===== src/hw/tcu_pkg.sv =====
/*
 * Constants, register map, field layout and carrier types of the timer
 * compare unit. Assumes one 200 MHz system clock, synchronous low reset
 * and a plain single-cycle register port with byte-wide data.
 */
// Behaviour
// - compare value against timer count every cycle
// - mode field picks pin high, low, unchanged
// - match sets channel flag one clock later
// - zero control write clears compare latch only
// - software interrupt mode only sets flag
// - first channel trigger clears timer count
// - second channel trigger clears count, starts conversion
// - trigger clear never sets overflow flag
// - flag/enable: compare bit 2, overflow bit 0
// - control: duty bits 5:4, mode 3:0
// - timer control fields, top bits zero
// - second channel mirrors first except trigger
package tcu_pkg;

	// ----------------------------------------------------------------
	// sizes
	// ----------------------------------------------------------------
	localparam int unsigned DATA_W = 8;
	localparam int unsigned TMR_W = 16;
	localparam int unsigned NUM_CH = 2;
	localparam int unsigned EVT_W = 4;

	// ----------------------------------------------------------------
	// register offsets
	// ----------------------------------------------------------------
	localparam logic [7:0] OFS_PORTC = 8'h07;
	localparam logic [7:0] OFS_INTCTL = 8'h0b;
	localparam logic [7:0] OFS_PFLAG = 8'h0c;
	localparam logic [7:0] OFS_CH2FLAG = 8'h0d;
	localparam logic [7:0] OFS_TMR_LO = 8'h0e;
	localparam logic [7:0] OFS_TMR_HI = 8'h0f;
	localparam logic [7:0] OFS_TIMER_CONTROL = 8'h10;
	localparam logic [7:0] OFS_CMP0_LO = 8'h15;
	localparam logic [7:0] OFS_CMP0_HI = 8'h16;
	localparam logic [7:0] OFS_CTL0 = 8'h17;
	localparam logic [7:0] OFS_CMP1_LO = 8'h1b;
	localparam logic [7:0] OFS_CMP1_HI = 8'h1c;
	localparam logic [7:0] OFS_CTL1 = 8'h1d;
	localparam logic [7:0] OFS_EVT = 8'h20;
	localparam logic [7:0] OFS_EVT_MASK = 8'h21;
	localparam logic [7:0] OFS_PORT_C_DIRECTION = 8'h87;
	localparam logic [7:0] OFS_PIE = 8'h8c;
	localparam logic [7:0] OFS_CH2EN = 8'h8d;

	// ----------------------------------------------------------------
	// field positions
	// ----------------------------------------------------------------
	localparam int unsigned GIE_BIT = 7;
	localparam int unsigned PERIPHERAL_IRQ_ENABLE_BIT = 6;
	localparam int unsigned CMP_FLAG_BIT = 2;
	localparam int unsigned OVF_FLAG_BIT = 0;
	localparam int unsigned CH2_FLAG_BIT = 0;
	localparam int unsigned T1_ON_BIT = 0;
	localparam int unsigned T1_CS_BIT = 1;
	localparam int unsigned T1_PS_LSB = 4;
	localparam int unsigned PIN_CH0 = 2;
	localparam int unsigned PIN_CH1 = 1;
	localparam int unsigned EVT_CMP0 = 0;
	localparam int unsigned EVT_CMP1 = 1;
	localparam int unsigned EVT_OVF = 2;
	localparam int unsigned EVT_TRIG = 3;

	// ----------------------------------------------------------------
	// compare modes of the low control nibble
	// ----------------------------------------------------------------
	localparam logic [3:0] MODE_SET_HI = 4'h8;
	localparam logic [3:0] MODE_SET_LO = 4'h9;
	localparam logic [3:0] MODE_SW_IRQ = 4'ha;
	localparam logic [3:0] MODE_TRIG = 4'hb;

	// ----------------------------------------------------------------
	// reset values
	// ----------------------------------------------------------------
	localparam logic [7:0] RST_BYTE0 = 8'h00;
	localparam logic [5:0] RST_CTL = 6'h00;
	localparam logic [5:0] RST_TIMER_CONTROL = 6'h00;
	localparam logic [7:0] RST_PORT_C_DIRECTION = 8'hff;
	localparam logic [15:0] RST_TMR = 16'h0000;

	// ----------------------------------------------------------------
	// carrier types
	// ----------------------------------------------------------------
	typedef struct packed {
		logic [7:0] addr;
		logic [DATA_W-1:0] wdata;
		logic wr;
		logic rd;
	} tcu_reg_req_s;

	typedef struct packed {
		logic [7:0] intctl;
		logic [7:0] pflag;
		logic [7:0] pie;
		logic ch2flag;
		logic ch2en;
		logic [TMR_W-1:0] tmr;
		logic [5:0] timer_control;
		logic [NUM_CH-1:0][TMR_W-1:0] cmp;
		logic [NUM_CH-1:0][5:0] ctl;
		logic [NUM_CH-1:0] latch;
		logic [NUM_CH-1:0] hit_prev;
		logic [7:0] port_c_direction;
		logic [7:0] portc;
		logic [2:0] pre_cnt;
		logic ext_prev;
		logic [EVT_W-1:0] evt;
		logic [EVT_W-1:0] evt_mask;
		logic [DATA_W-1:0] rd_data;
		logic [7:0] pin;
		logic [7:0] pin_oe;
		logic adc_start;
		logic cmp_irq;
		logic irq;
	} tcu_state_s;

	localparam tcu_state_s STATE_RST = '{
		intctl: RST_BYTE0,
		pflag: RST_BYTE0,
		pie: RST_BYTE0,
		tmr: RST_TMR,
		timer_control: RST_TIMER_CONTROL,
		ctl: {RST_CTL, RST_CTL},
		port_c_direction: RST_PORT_C_DIRECTION,
		portc: RST_BYTE0,
		default: '0
	};

endpackage : tcu_pkg


===== src/hw/tcu_compare.sv =====
/*
 * Timer compare unit: 16-bit timer with prescaler, two compare channels
 * with pin drive, flag, software interrupt and special event trigger,
 * port C pin mux and a read-clear event status with mask.
 * Assumes synchronous inputs, one clock, and a register master that never
 * raises read and write strobes together.
 */
module tcu_compare #(
	parameter int unsigned NUM_CH = tcu_pkg::NUM_CH
) (
	// clock and reset
	input wire logic clk_sys_i,
	input wire logic rst_n_i,
	// register port
	input wire tcu_pkg::tcu_reg_req_s reg_req_i,
	output logic [tcu_pkg::DATA_W-1:0] rd_data_o,
	// timer external count input and converter handshake
	input wire logic t_ext_i,
	input wire logic adc_enable_i,
	output logic adc_start_o,
	// port C pins
	output logic [7:0] portc_o,
	output logic [7:0] portc_oe_o,
	// interrupts
	output logic cmp_irq_o,
	output logic irq_o
);

	// ----------------------------------------------------------------
	// elaboration check
	// ----------------------------------------------------------------
	// the register map only has room for two channels
	if (NUM_CH != tcu_pkg::NUM_CH) begin : g_bad_ch
		$error("tcu_compare supports exactly two channels");
	end
	// the byte port and the two-byte timer are fixed by the map
	if (tcu_pkg::DATA_W != 8) begin : g_bad_data
		$error("tcu_compare needs a byte-wide register port");
	end
	if (tcu_pkg::TMR_W != 2 * tcu_pkg::DATA_W) begin : g_bad_tmr
		$error("tcu_compare needs a two-byte timer");
	end

	// ----------------------------------------------------------------
	// state
	// ----------------------------------------------------------------
	tcu_pkg::tcu_state_s q;
	tcu_pkg::tcu_state_s d;

	// per-channel decode
	logic [NUM_CH-1:0] hit;
	logic [NUM_CH-1:0] first;
	logic [NUM_CH-1:0] cmp_mode;
	logic [NUM_CH-1:0] trig;
	logic [NUM_CH-1:0][3:0] mode;
	logic [NUM_CH-1:0][7:0] pin_bit;

	// timer decode
	logic src_evt;
	logic tick;
	logic tmr_wr;
	logic ovf;
	logic [2:0] pre_max;
	logic [7:0] addr;
	logic [7:0] wdata;

	// ----------------------------------------------------------------
	// next state
	// ----------------------------------------------------------------
	always_comb begin
		d = q;
		d.adc_start = 1'b0;
		d.rd_data = '0;
		addr = reg_req_i.addr;
		wdata = reg_req_i.wdata;
		pin_bit[0] = 8'h01 << tcu_pkg::PIN_CH0;
		pin_bit[1] = 8'h01 << tcu_pkg::PIN_CH1;

		// ------------------------------------------------------------
		// match detection
		// ------------------------------------------------------------
		// a stopped or slow timer holds equality for many clocks;
		// hit_prev keeps every action to the first of them
		// match detection, once per equality run
		for (int c = 0; c < NUM_CH; c++) begin
			mode[c] = q.ctl[c][3:0];
			hit[c] = (q.tmr == q.cmp[c]);
			first[c] = hit[c] & ~q.hit_prev[c];
			d.hit_prev[c] = hit[c];
			cmp_mode[c] = (mode[c][3:2] == 2'b10);
			trig[c] = first[c] & cmp_mode[c] &
				(mode[c] == tcu_pkg::MODE_TRIG);
		end

		// ------------------------------------------------------------
		// compare latch
		// ------------------------------------------------------------
		// pin latch action on a fresh match
		for (int c = 0; c < NUM_CH; c++) begin
			if (first[c] && cmp_mode[c]) begin
				case (mode[c])
				tcu_pkg::MODE_SET_HI: begin
					d.latch[c] = 1'b1;
				end
				tcu_pkg::MODE_SET_LO: begin
					d.latch[c] = 1'b0;
				end
				// software interrupt leaves the pin alone
				tcu_pkg::MODE_SW_IRQ: begin
					d.latch[c] = q.latch[c];
				end
				// the trigger acts on the timer, not the pin
				tcu_pkg::MODE_TRIG: begin
					d.latch[c] = q.latch[c];
				end
				default: begin
					d.latch[c] = q.latch[c];
				end
				endcase
			end
		end

		// ------------------------------------------------------------
		// prescaler and timer
		// ------------------------------------------------------------
		// limitation: all counting is synchronous to clk_sys_i
		// prescaler: internal source counts every clock,
		// external source counts rising edges of t_ext_i
		d.ext_prev = t_ext_i;
		if (q.timer_control[tcu_pkg::T1_CS_BIT]) begin
			src_evt = t_ext_i & ~q.ext_prev;
		end else begin
			src_evt = 1'b1;
		end
		pre_max = 3'((4'h1 << q.timer_control[tcu_pkg::T1_PS_LSB +: 2]) - 4'h1);
		tick = 1'b0;
		if (q.timer_control[tcu_pkg::T1_ON_BIT] && src_evt) begin
			if (q.pre_cnt == pre_max) begin
				tick = 1'b1;
				d.pre_cnt = '0;
			end else begin
				d.pre_cnt = q.pre_cnt + 3'h1;
			end
		end

		// a trigger clear that lands on a timer write is dropped; the
		// write is what software asked for, so it wins
		// timer: software write beats trigger beats count
		tmr_wr = reg_req_i.wr &&
			(addr == tcu_pkg::OFS_TMR_LO || addr == tcu_pkg::OFS_TMR_HI);
		ovf = 1'b0;
		if (tmr_wr) begin
			d.pre_cnt = '0;
			if (addr == tcu_pkg::OFS_TMR_LO) begin
				d.tmr[7:0] = wdata;
			end else begin
				d.tmr[15:8] = wdata;
			end
		end else if (|trig) begin
			// trigger clear is no overflow
			d.tmr = '0;
			d.pre_cnt = '0;
		end else if (tick) begin
			d.tmr = q.tmr + 16'h0001;
			ovf = (q.tmr == '1);
		end

		// ------------------------------------------------------------
		// converter start
		// ------------------------------------------------------------
		// the enable is sampled in the match cycle, nothing is queued
		// conversion start only while the converter is on
		d.adc_start = trig[1] & adc_enable_i;

		// ------------------------------------------------------------
		// register writes
		// ------------------------------------------------------------
		if (reg_req_i.wr) begin
			case (addr)
			tcu_pkg::OFS_PORTC: begin
				d.portc = wdata;
			end
			tcu_pkg::OFS_INTCTL: begin
				d.intctl = wdata;
			end
			tcu_pkg::OFS_PFLAG: begin
				// only the two flags of this block are kept
				d.pflag = '0;
				d.pflag[tcu_pkg::CMP_FLAG_BIT] =
					wdata[tcu_pkg::CMP_FLAG_BIT];
				d.pflag[tcu_pkg::OVF_FLAG_BIT] =
					wdata[tcu_pkg::OVF_FLAG_BIT];
			end
			tcu_pkg::OFS_CH2FLAG: begin
				d.ch2flag = wdata[tcu_pkg::CH2_FLAG_BIT];
			end
			tcu_pkg::OFS_TIMER_CONTROL: begin
				d.timer_control = wdata[5:0];
			end
			tcu_pkg::OFS_CMP0_LO: begin
				d.cmp[0][7:0] = wdata;
			end
			tcu_pkg::OFS_CMP0_HI: begin
				d.cmp[0][15:8] = wdata;
			end
			tcu_pkg::OFS_CTL0: begin
				d.ctl[0] = wdata[5:0];
				if (wdata == '0) begin
					d.latch[0] = 1'b0;
				end
			end
			tcu_pkg::OFS_CMP1_LO: begin
				d.cmp[1][7:0] = wdata;
			end
			tcu_pkg::OFS_CMP1_HI: begin
				d.cmp[1][15:8] = wdata;
			end
			tcu_pkg::OFS_CTL1: begin
				d.ctl[1] = wdata[5:0];
				if (wdata == '0) begin
					d.latch[1] = 1'b0;
				end
			end
			tcu_pkg::OFS_EVT_MASK: begin
				d.evt_mask = wdata[tcu_pkg::EVT_W-1:0];
			end
			tcu_pkg::OFS_PORT_C_DIRECTION: begin
				d.port_c_direction = wdata;
			end
			tcu_pkg::OFS_PIE: begin
				d.pie = wdata;
			end
			tcu_pkg::OFS_CH2EN: begin
				d.ch2en = wdata[tcu_pkg::CH2_FLAG_BIT];
			end
			default: begin
				d.portc = d.portc; // unmapped writes are dropped
			end
			endcase
		end

		// ------------------------------------------------------------
		// register reads, data one cycle later
		// ------------------------------------------------------------
		if (reg_req_i.rd) begin
			case (addr)
			tcu_pkg::OFS_PORTC: d.rd_data = q.portc;
			tcu_pkg::OFS_INTCTL: d.rd_data = q.intctl;
			tcu_pkg::OFS_PFLAG: d.rd_data = q.pflag;
			tcu_pkg::OFS_CH2FLAG: d.rd_data = {7'h00, q.ch2flag};
			tcu_pkg::OFS_TMR_LO: d.rd_data = q.tmr[7:0];
			tcu_pkg::OFS_TMR_HI: d.rd_data = q.tmr[15:8];
			tcu_pkg::OFS_TIMER_CONTROL: d.rd_data = {2'b00, q.timer_control};
			tcu_pkg::OFS_CMP0_LO: d.rd_data = q.cmp[0][7:0];
			tcu_pkg::OFS_CMP0_HI: d.rd_data = q.cmp[0][15:8];
			tcu_pkg::OFS_CTL0: d.rd_data = {2'b00, q.ctl[0]};
			tcu_pkg::OFS_CMP1_LO: d.rd_data = q.cmp[1][7:0];
			tcu_pkg::OFS_CMP1_HI: d.rd_data = q.cmp[1][15:8];
			tcu_pkg::OFS_CTL1: d.rd_data = {2'b00, q.ctl[1]};
			tcu_pkg::OFS_EVT: begin
				// reading the event status clears it
				d.rd_data = {4'h0, q.evt};
				d.evt = '0;
			end
			tcu_pkg::OFS_EVT_MASK: d.rd_data = {4'h0, q.evt_mask};
			tcu_pkg::OFS_PORT_C_DIRECTION: d.rd_data = q.port_c_direction;
			tcu_pkg::OFS_PIE: d.rd_data = q.pie;
			tcu_pkg::OFS_CH2EN: d.rd_data = {7'h00, q.ch2en};
			default: d.rd_data = '0;
			endcase
		end

		// ------------------------------------------------------------
		// hardware flag sets, placed after writes so a set wins
		// ------------------------------------------------------------
		if (first[0] && cmp_mode[0]) begin
			d.pflag[tcu_pkg::CMP_FLAG_BIT] = 1'b1;
			d.evt[tcu_pkg::EVT_CMP0] = 1'b1;
		end
		if (first[1] && cmp_mode[1]) begin
			d.ch2flag = 1'b1;
			d.evt[tcu_pkg::EVT_CMP1] = 1'b1;
		end
		if (ovf) begin
			d.pflag[tcu_pkg::OVF_FLAG_BIT] = 1'b1;
			d.evt[tcu_pkg::EVT_OVF] = 1'b1;
		end
		if (|trig) begin
			d.evt[tcu_pkg::EVT_TRIG] = 1'b1;
		end

		// ------------------------------------------------------------
		// pins: compare latch owns its bit in drive modes only
		// ------------------------------------------------------------
		d.pin = d.portc;
		for (int c = 0; c < NUM_CH; c++) begin
			if (d.ctl[c][3:0] == tcu_pkg::MODE_SET_HI ||
					d.ctl[c][3:0] == tcu_pkg::MODE_SET_LO) begin
				d.pin = (d.pin & ~pin_bit[c]) |
					(d.latch[c] ? pin_bit[c] : 8'h00);
			end
		end
		// no direction override: software must clear the bit itself
		// a set direction bit leaves the pin undriven
		d.pin_oe = ~d.port_c_direction;

		// ------------------------------------------------------------
		// interrupt requests
		// ------------------------------------------------------------
		d.cmp_irq = d.intctl[tcu_pkg::GIE_BIT] &
			d.intctl[tcu_pkg::PERIPHERAL_IRQ_ENABLE_BIT] &
			((d.pflag[tcu_pkg::CMP_FLAG_BIT] &
				d.pie[tcu_pkg::CMP_FLAG_BIT]) |
			(d.ch2flag & d.ch2en));
		// event line: any unmasked sticky status bit, one clock
		// after the event, like every other output
		d.irq = |(d.evt & d.evt_mask);
	end

	// ----------------------------------------------------------------
	// registers
	// ----------------------------------------------------------------
	// synchronous reset puts every field at its documented value;
	// the register port may be used in the first cycle after it
	// and a reset in mid-run drops any pending match action
	always_ff @(posedge clk_sys_i) begin
		if (!rst_n_i) begin
			q <= tcu_pkg::STATE_RST;
		end else begin
			q <= d;
		end
	end

	// ----------------------------------------------------------------
	// outputs, all straight from flops
	// ----------------------------------------------------------------
	// nothing combinational reaches a pin, so no glitch leaves
	assign rd_data_o = q.rd_data;
	assign adc_start_o = q.adc_start;
	assign portc_o = q.pin;
	assign portc_oe_o = q.pin_oe;
	assign cmp_irq_o = q.cmp_irq;
	assign irq_o = q.irq;

endmodule : tcu_compare


===== config.mk =====
export PLATFORM = sky130hd
export DESIGN_NAME = tcu_compare
export DESIGN_NICKNAME = d
export VERILOG_FILES = /design/src/hw/tcu_pkg.sv /design/src/hw/tcu_compare.sv
export SDC_FILE = /design/constraint.sdc
export NUM_CORES = 1
export LEC_CHECK = 0
export BUFFER_PORTS_ARGS = -buffer_cell sky130_fd_sc_hd__buf_2
export CAP_MARGIN = 5
export CORE_UTILIZATION = 40
export CTS_BUF_LIST = sky130_fd_sc_hd__clkbuf_8
export DETAILED_ROUTE_END_ITERATION = 8
export SLEW_MARGIN = 20
export SYNTH_ARGS = -nofsm -noshare
export SYNTH_HDL_FRONTEND = slang
export SYNTH_SLANG_ARGS = --single-unit

===== constraint.sdc =====
create_clock -name clk_sys_i -period 5.7 [get_ports clk_sys_i]
set_input_delay 1.14 -clock clk_sys_i [delete_from_list [all_inputs] [get_ports clk_sys_i]]
set_output_delay 1.14 -clock clk_sys_i [all_outputs]
set_load 0.05 [all_outputs]

Yosys cells after proc, flatten, opt, wreduce, memory -nomap -nowiden
Cells that the tools add are included.
W data, S select, Z words.
{ "totals": {"in_bits": 22, "regBits": 145, "out_inout_bits": 27, "ramBits": 0, "n_memories": 0, "latch_bits": 0, "romBits": 0} }
{ "op_classes": {"shift": 1, "add_sub_neg": 3, "n_div": 0, "order_cmp": 0, "n_mux": 48, "multipliers": 0, "n_eq_ne": 36, "n_bitwise": 21, "n_reduce_logical": 27} }
{ "ops": {"columns": ["op", "count"], "rows": [
  ["$pmux W8 S18", 1],
  ["$mux W16", 4],
  ["$mux W8", 8],
  ["$eq A8 B5 Y1 const B", 7],
  ["$eq A4 B4 Y1 const B", 10],
  ["$eq A8 B4 Y1 const B", 5],
  ["$eq A16 B16 Y1", 2],
  ["$mux W26", 1],
  ["$reduce_and A2 Y1", 13],
  ["$eq A8 B8 Y1 const B", 3],
  ["$mux W1", 21],
  ["$mux W4", 5],
  ["$add A16 B1 Y16 const B", 1],
  ["$eq A16 B16 Y1 const B", 1],
  ["$eq A8 B6 Y1 const B", 2],
  ["$and A1 B1 Y1", 12],
  ["$mux W12", 1],
  ["$mux W3", 3],
  ["$eq A8 B3 Y1 const B", 1],
  ["$logic_not A8 Y1", 1],
  ["$not A8 Y8", 1],
  ["$or A8 B2 Y8", 1],
  ["$or A8 B3 Y8", 1],
  ["$reduce_or A4 Y1", 2],
  ["other kinds (18)", 29]
]} }

Longest topological paths before layout
{ "logic_depth": {"ltp_word": 12, "ltp_mapped": 9, "depth_no_buf": 7} }

Least setup slack after synthesis
No wires, ideal clock.
{ "synth_timing": {"path_type": "in2reg", "from": "in reg_req_i[15] (netlist name)", "to": "reg q, in the netlist cmp_irq_o", "t_arrival_ps": 2908, "n_path_buf": 1, "setup_ps": 103, "cell_stages": 7, "path_slack_ps": 2688, "required_time_ps": 5597, "cell_sequence": "or4b_1 > buf_2 > nor4_4 > nand2_4 > mux2i_1 > o21bai_1 > a2111oi_2"} }
{ "synth_via": {"elab_chain_cells": 7, "elab_cells_between_ends": 18, "cone_classes": "eq/ne (5); mux (8); bitwise (5)"} }
{ "synth_lines": {"columns": ["item", "line", "text"], "rows": [
  ["from (decl)", "tcu_compare.sv:15", "input wire tcu_pkg::tcu_reg_req_s reg_req_i,"],
  ["$eq A8 B4 Y1", "tcu_compare.sv:179", "case (addr)"],
  ["$mux W3 or $mux W1 (tied branches)", "tcu_compare.sv:179", null],
  ["$mux W26 *", "tcu_compare.sv:178", "if (reg_req_i.wr) begin"],
  ["$mux W1, on equally long branches", "tcu_compare.sv:276, tcu_compare.sv:280", null],
  ["$and A1 B1 Y1, on equally long branches", "tcu_compare.sv:312, tcu_compare.sv:314", null],
  ["$or A1 B1 Y1", "tcu_compare.sv:313", "d.pie[tcu_pkg::CMP_FLAG_BIT]) |"],
  ["$and A1 B1 Y1 *", "tcu_compare.sv:311", "d.intctl[tcu_pkg::PERIPHERAL_IRQ_ENABLE_BIT] &"],
  ["to (signal assigned)", "tcu_compare.sv:328", "q <= tcu_pkg::STATE_RST;"],
  ["to (decl)", "tcu_compare.sv:47", "tcu_pkg::tcu_state_s q;"]
]} }
Mark *: on every way between the ends. The rest lies on a longest branch, timed or not. The select of a mux whose other input is x is not followed.
A chain may end at the register's enable or synchronous reset.

Worst setup path in the final report
{ "layout_timing": {"from": "in reg_req_i[15] (netlist name)", "to": "reg q[82] (netlist name)"} }
{ "layout_via": {"elab_chain_cells": 2} }
{ "layout_lines": {"columns": ["item", "line"], "rows": [
  ["$eq A8 B5 Y1", "tcu_compare.sv:179"],
  ["$reduce_and A2 Y1 (no line)", null]
]} }
No other way between the ends.

==> flow_summary.toml <==
[outcome]
status = "complete, no violations"

[timing]
hold_viol = 0
timing.final.ws_setup_ps = 2510
rsz0062_at_grt = "no"
final_max_slew_viol_count = 0
fin_crit_sh_pct = 56.0
maxClockFrequency_ghz = 0.313
fin_crit_ps = 3190
setup_tns_ps = 0
worstMarginPinSlew_ps = 954
setup_viol = 0
worst_clock_skew_ps = 12.7
max_slew_margin_pct = 35.9

[critical_path]
rr_worst_depth = 6
cp_max_fo = 17
crit_path_end_kind = "flip-flop"
crit_type = "primary input to flip-flop"
critPathTopFamily = "simple AND/OR/NAND/NOR gates"
r2r_slack_ps = 2620
critPathCapture = "q[82]"
start_kind = "primary input"
worstReg2RegStart = "q[115]"
crit_cells = 6
cp_common_cell = "nand2_1"
critPathBufInv = 1
crit_start = "reg_req_i[15]"
critPathSlowestCell = "nor4_4"
r2r_end = "cmp_irq_o"
cp_slowest_stage_delay_ps = 870
worstPathArrival_ps = 3530
crit_required_ps = 6040
cp_cell_sequence = "buf_2 -> or4b_1 -> nor4_4 -> nand2_1 -> nand2_1 -> a21oi_1"

[layout]
drive_above_1_share_pct = 14.4
antenna_cells_inserted = 0
syn2layout_area_growth_pct = 8.38
nets = 854
fin_util_pct = 44.7
final_cell_count_no_fill = 1068
fill_cells = 1763

[die]
dieArea_mm2 = 0.0185
start_util_pct = 41.3
die_h_um = 136
io_pins = 49
design.core.area_mm2 = 0.0174
fp-row-count = 48
die_x_um = 136

[clock_network]
clk_pin_slew_ps = 80
numCtsBuffers = 17
cts_sinks = 139
cts_hold_buf = 0
cts.path.max_buffers = 2
ctsResizeCount = 0
htreeDepth = 4
cts_root_buf = "clkbuf_8"
clock_latency_ps = 460
postCtsSetupRepairBufs = 0
cts_tree = "done"

[route]
drtIter0Drc = 790
wire_per_inst_um = 21.8
ant_nets = 0
drt_pass1_iterations = 6
finalWirelength_um = 23300
vias = 6426
drc_errors = 0
vias_per_cell = 6.02

[logic_synthesis]
yosysTopAreaCell = "dfxtp_1"
synth.most_common_cell = "dfxtp_1"
synth.distinct_cells = 67
synth_edf_count = 0
synth_area_leaders = "dfxtp_1 (39%), mux2i_1 (9.1%), nor2_1 (5.4%)"
synth_seq_cells = 139
synth_common_cells = "dfxtp_1 (139), nor2_1 (103), nand2_1 (66), mux2i_1 (65), a21oi_1 (45)"
synth_area_mm2 = 0.00719
yosys_warnings = 0
ys_seq_area_share_pct = 38.7
synthFlopType = "dfxtp_1"
yosys.area.top_type_share_pct = 38.7
async_flop_share_pct = 0
syn_avg_cell_area_um2 = 8.58
syn_nets = 861
synthesis.instances = 837

[global_routing]
use_met3_pct = 5.97
grt_first_pass_wirelength_um = 34800
grt.busiest_layer = "met1"
use_met1_pct = 36.9
grt_max_degree = 39
grt_overflow = 0
grt_usage_pct = 25.8
grt_antenna_before_repair = 0
globalRouteMet2Util_pct = 36.7
grt_pass1_vias = 5733

[place]
pre_cts_ws_ps = 2100
portBuffers = 48
placed_cells = 1036
gp_congestion = 0.934
hpwl_um = 16000

[hold_path]
min-delay-start = "q[78]"
min_path_cells = 2
hold_class = "flip-flop to flip-flop"

[pwr]
switching_share_pct = 24.6
leakage_uw = 0.00342
seqPwrFrac_pct = 49.6
clockPowerShare_pct = 45.9
combinationalPowerShare_pct = 4.5
power_density_mw_per_mm2 = 252
intPower_uw = 1480
p_sw_uw = 483
vdd_drop_max_uv = 170

[job]
maxCapViolCount = 0
==> placed cells by master, fill, tap and decap left out, drive strengths merged, types with 18 or more instances in the layout <==
| master | synthesis | final |
|---|---|---|
| mux2i | 65 | 65 |
| nand2 | 70 | 70 |
| a22oi | 19 | 19 |
| nand3 | 28 | 28 |
| inv | 24 | 27 |
| nor2 | 107 | 107 |
| buf | 43 | 57 |
| o21ai | 24 | 24 |
| a21oi | 45 | 45 |
| clkbuf | 40 | 18 |
| xor2 | 36 | 36 |
| dfxtp | 139 | 139 |
| nor4 | 19 | 19 |
==> flip-flops by register name, summed over array words and instances (netlist names) <==
| register | flops |
|---|---|
| mode | 8 |
| cmp_irq_o | 1 |
| irq_o | 1 |
| rd_data_o | 8 |
| portc_o | 2 |
| q | 110 |
| portc_oe_o | 8 |
| adc_start_o | 1 |
==> stage by stage <==
stage               total power, µW  area [µm²]  hold slack, ps
detailed placement             1080        7340             478
CTS                            1970        7790             491
global route                   2020        7790             519
global placement               1080        7340             474
finish                         1960        7790             494
floorplan                      1050        7190             447
==> cell type report <==
cell class	instances	area (µm²)	area share (%)
Multi-Input combinational cell	591	3880	49.9
Sequential cell	139	2780	35.7
Timing Repair Buffer	57	308	3.95
Tap cell	225	282	3.62
Clock buffer	18	248	3.18
Clock inverter	14	195	2.51
Inverter	24	90.1	1.16
==> power by group through the flow <==
stage               logic (µW)  registers (µW)  clock network, µW
floorplan                 52.5             997                  0
finish                    88.4             975                901
detailed placement        86.2             998                  0
global route              92.8             975                955
CTS                       86.4             975                909
global placement          86.7             998                  0
==> worst min path at each step <==
stage | end
after floorplan | q[27]
after global placement | q[78]
after detailed placement | q[78]
after CTS | q[78]
after global routing | q[27]
final | q[78]
==> routing by layer <==
metal	wire length, µm	vias up
met1	10400	3064
met4	735	0
met3	2210	45
li1	-	2985
met2	9880	332
met5	0	-
==> worst min-delay path: stages, from the launching register on <==
cell	delay (ps)
dfxtp_1	340
nand2_1	60
a21oi_1	50
==> cells by family (layout without fill, tap and decap cells) <==
logic type	Yosys count	in the layout	synth area share [%]
and+or+nand+nor	308	308	22.1
DFF	139	139	38.7
AOI/OAI and AO/OA	177	177	17.7
muxes	68	68	9.52
adders and majority gates	2	2	0.348
xor gates and xnor gates	36	36	4.39
buffers and inverters	107	113	7.24
Note: power is estimated with default switching activity, not from simulation.
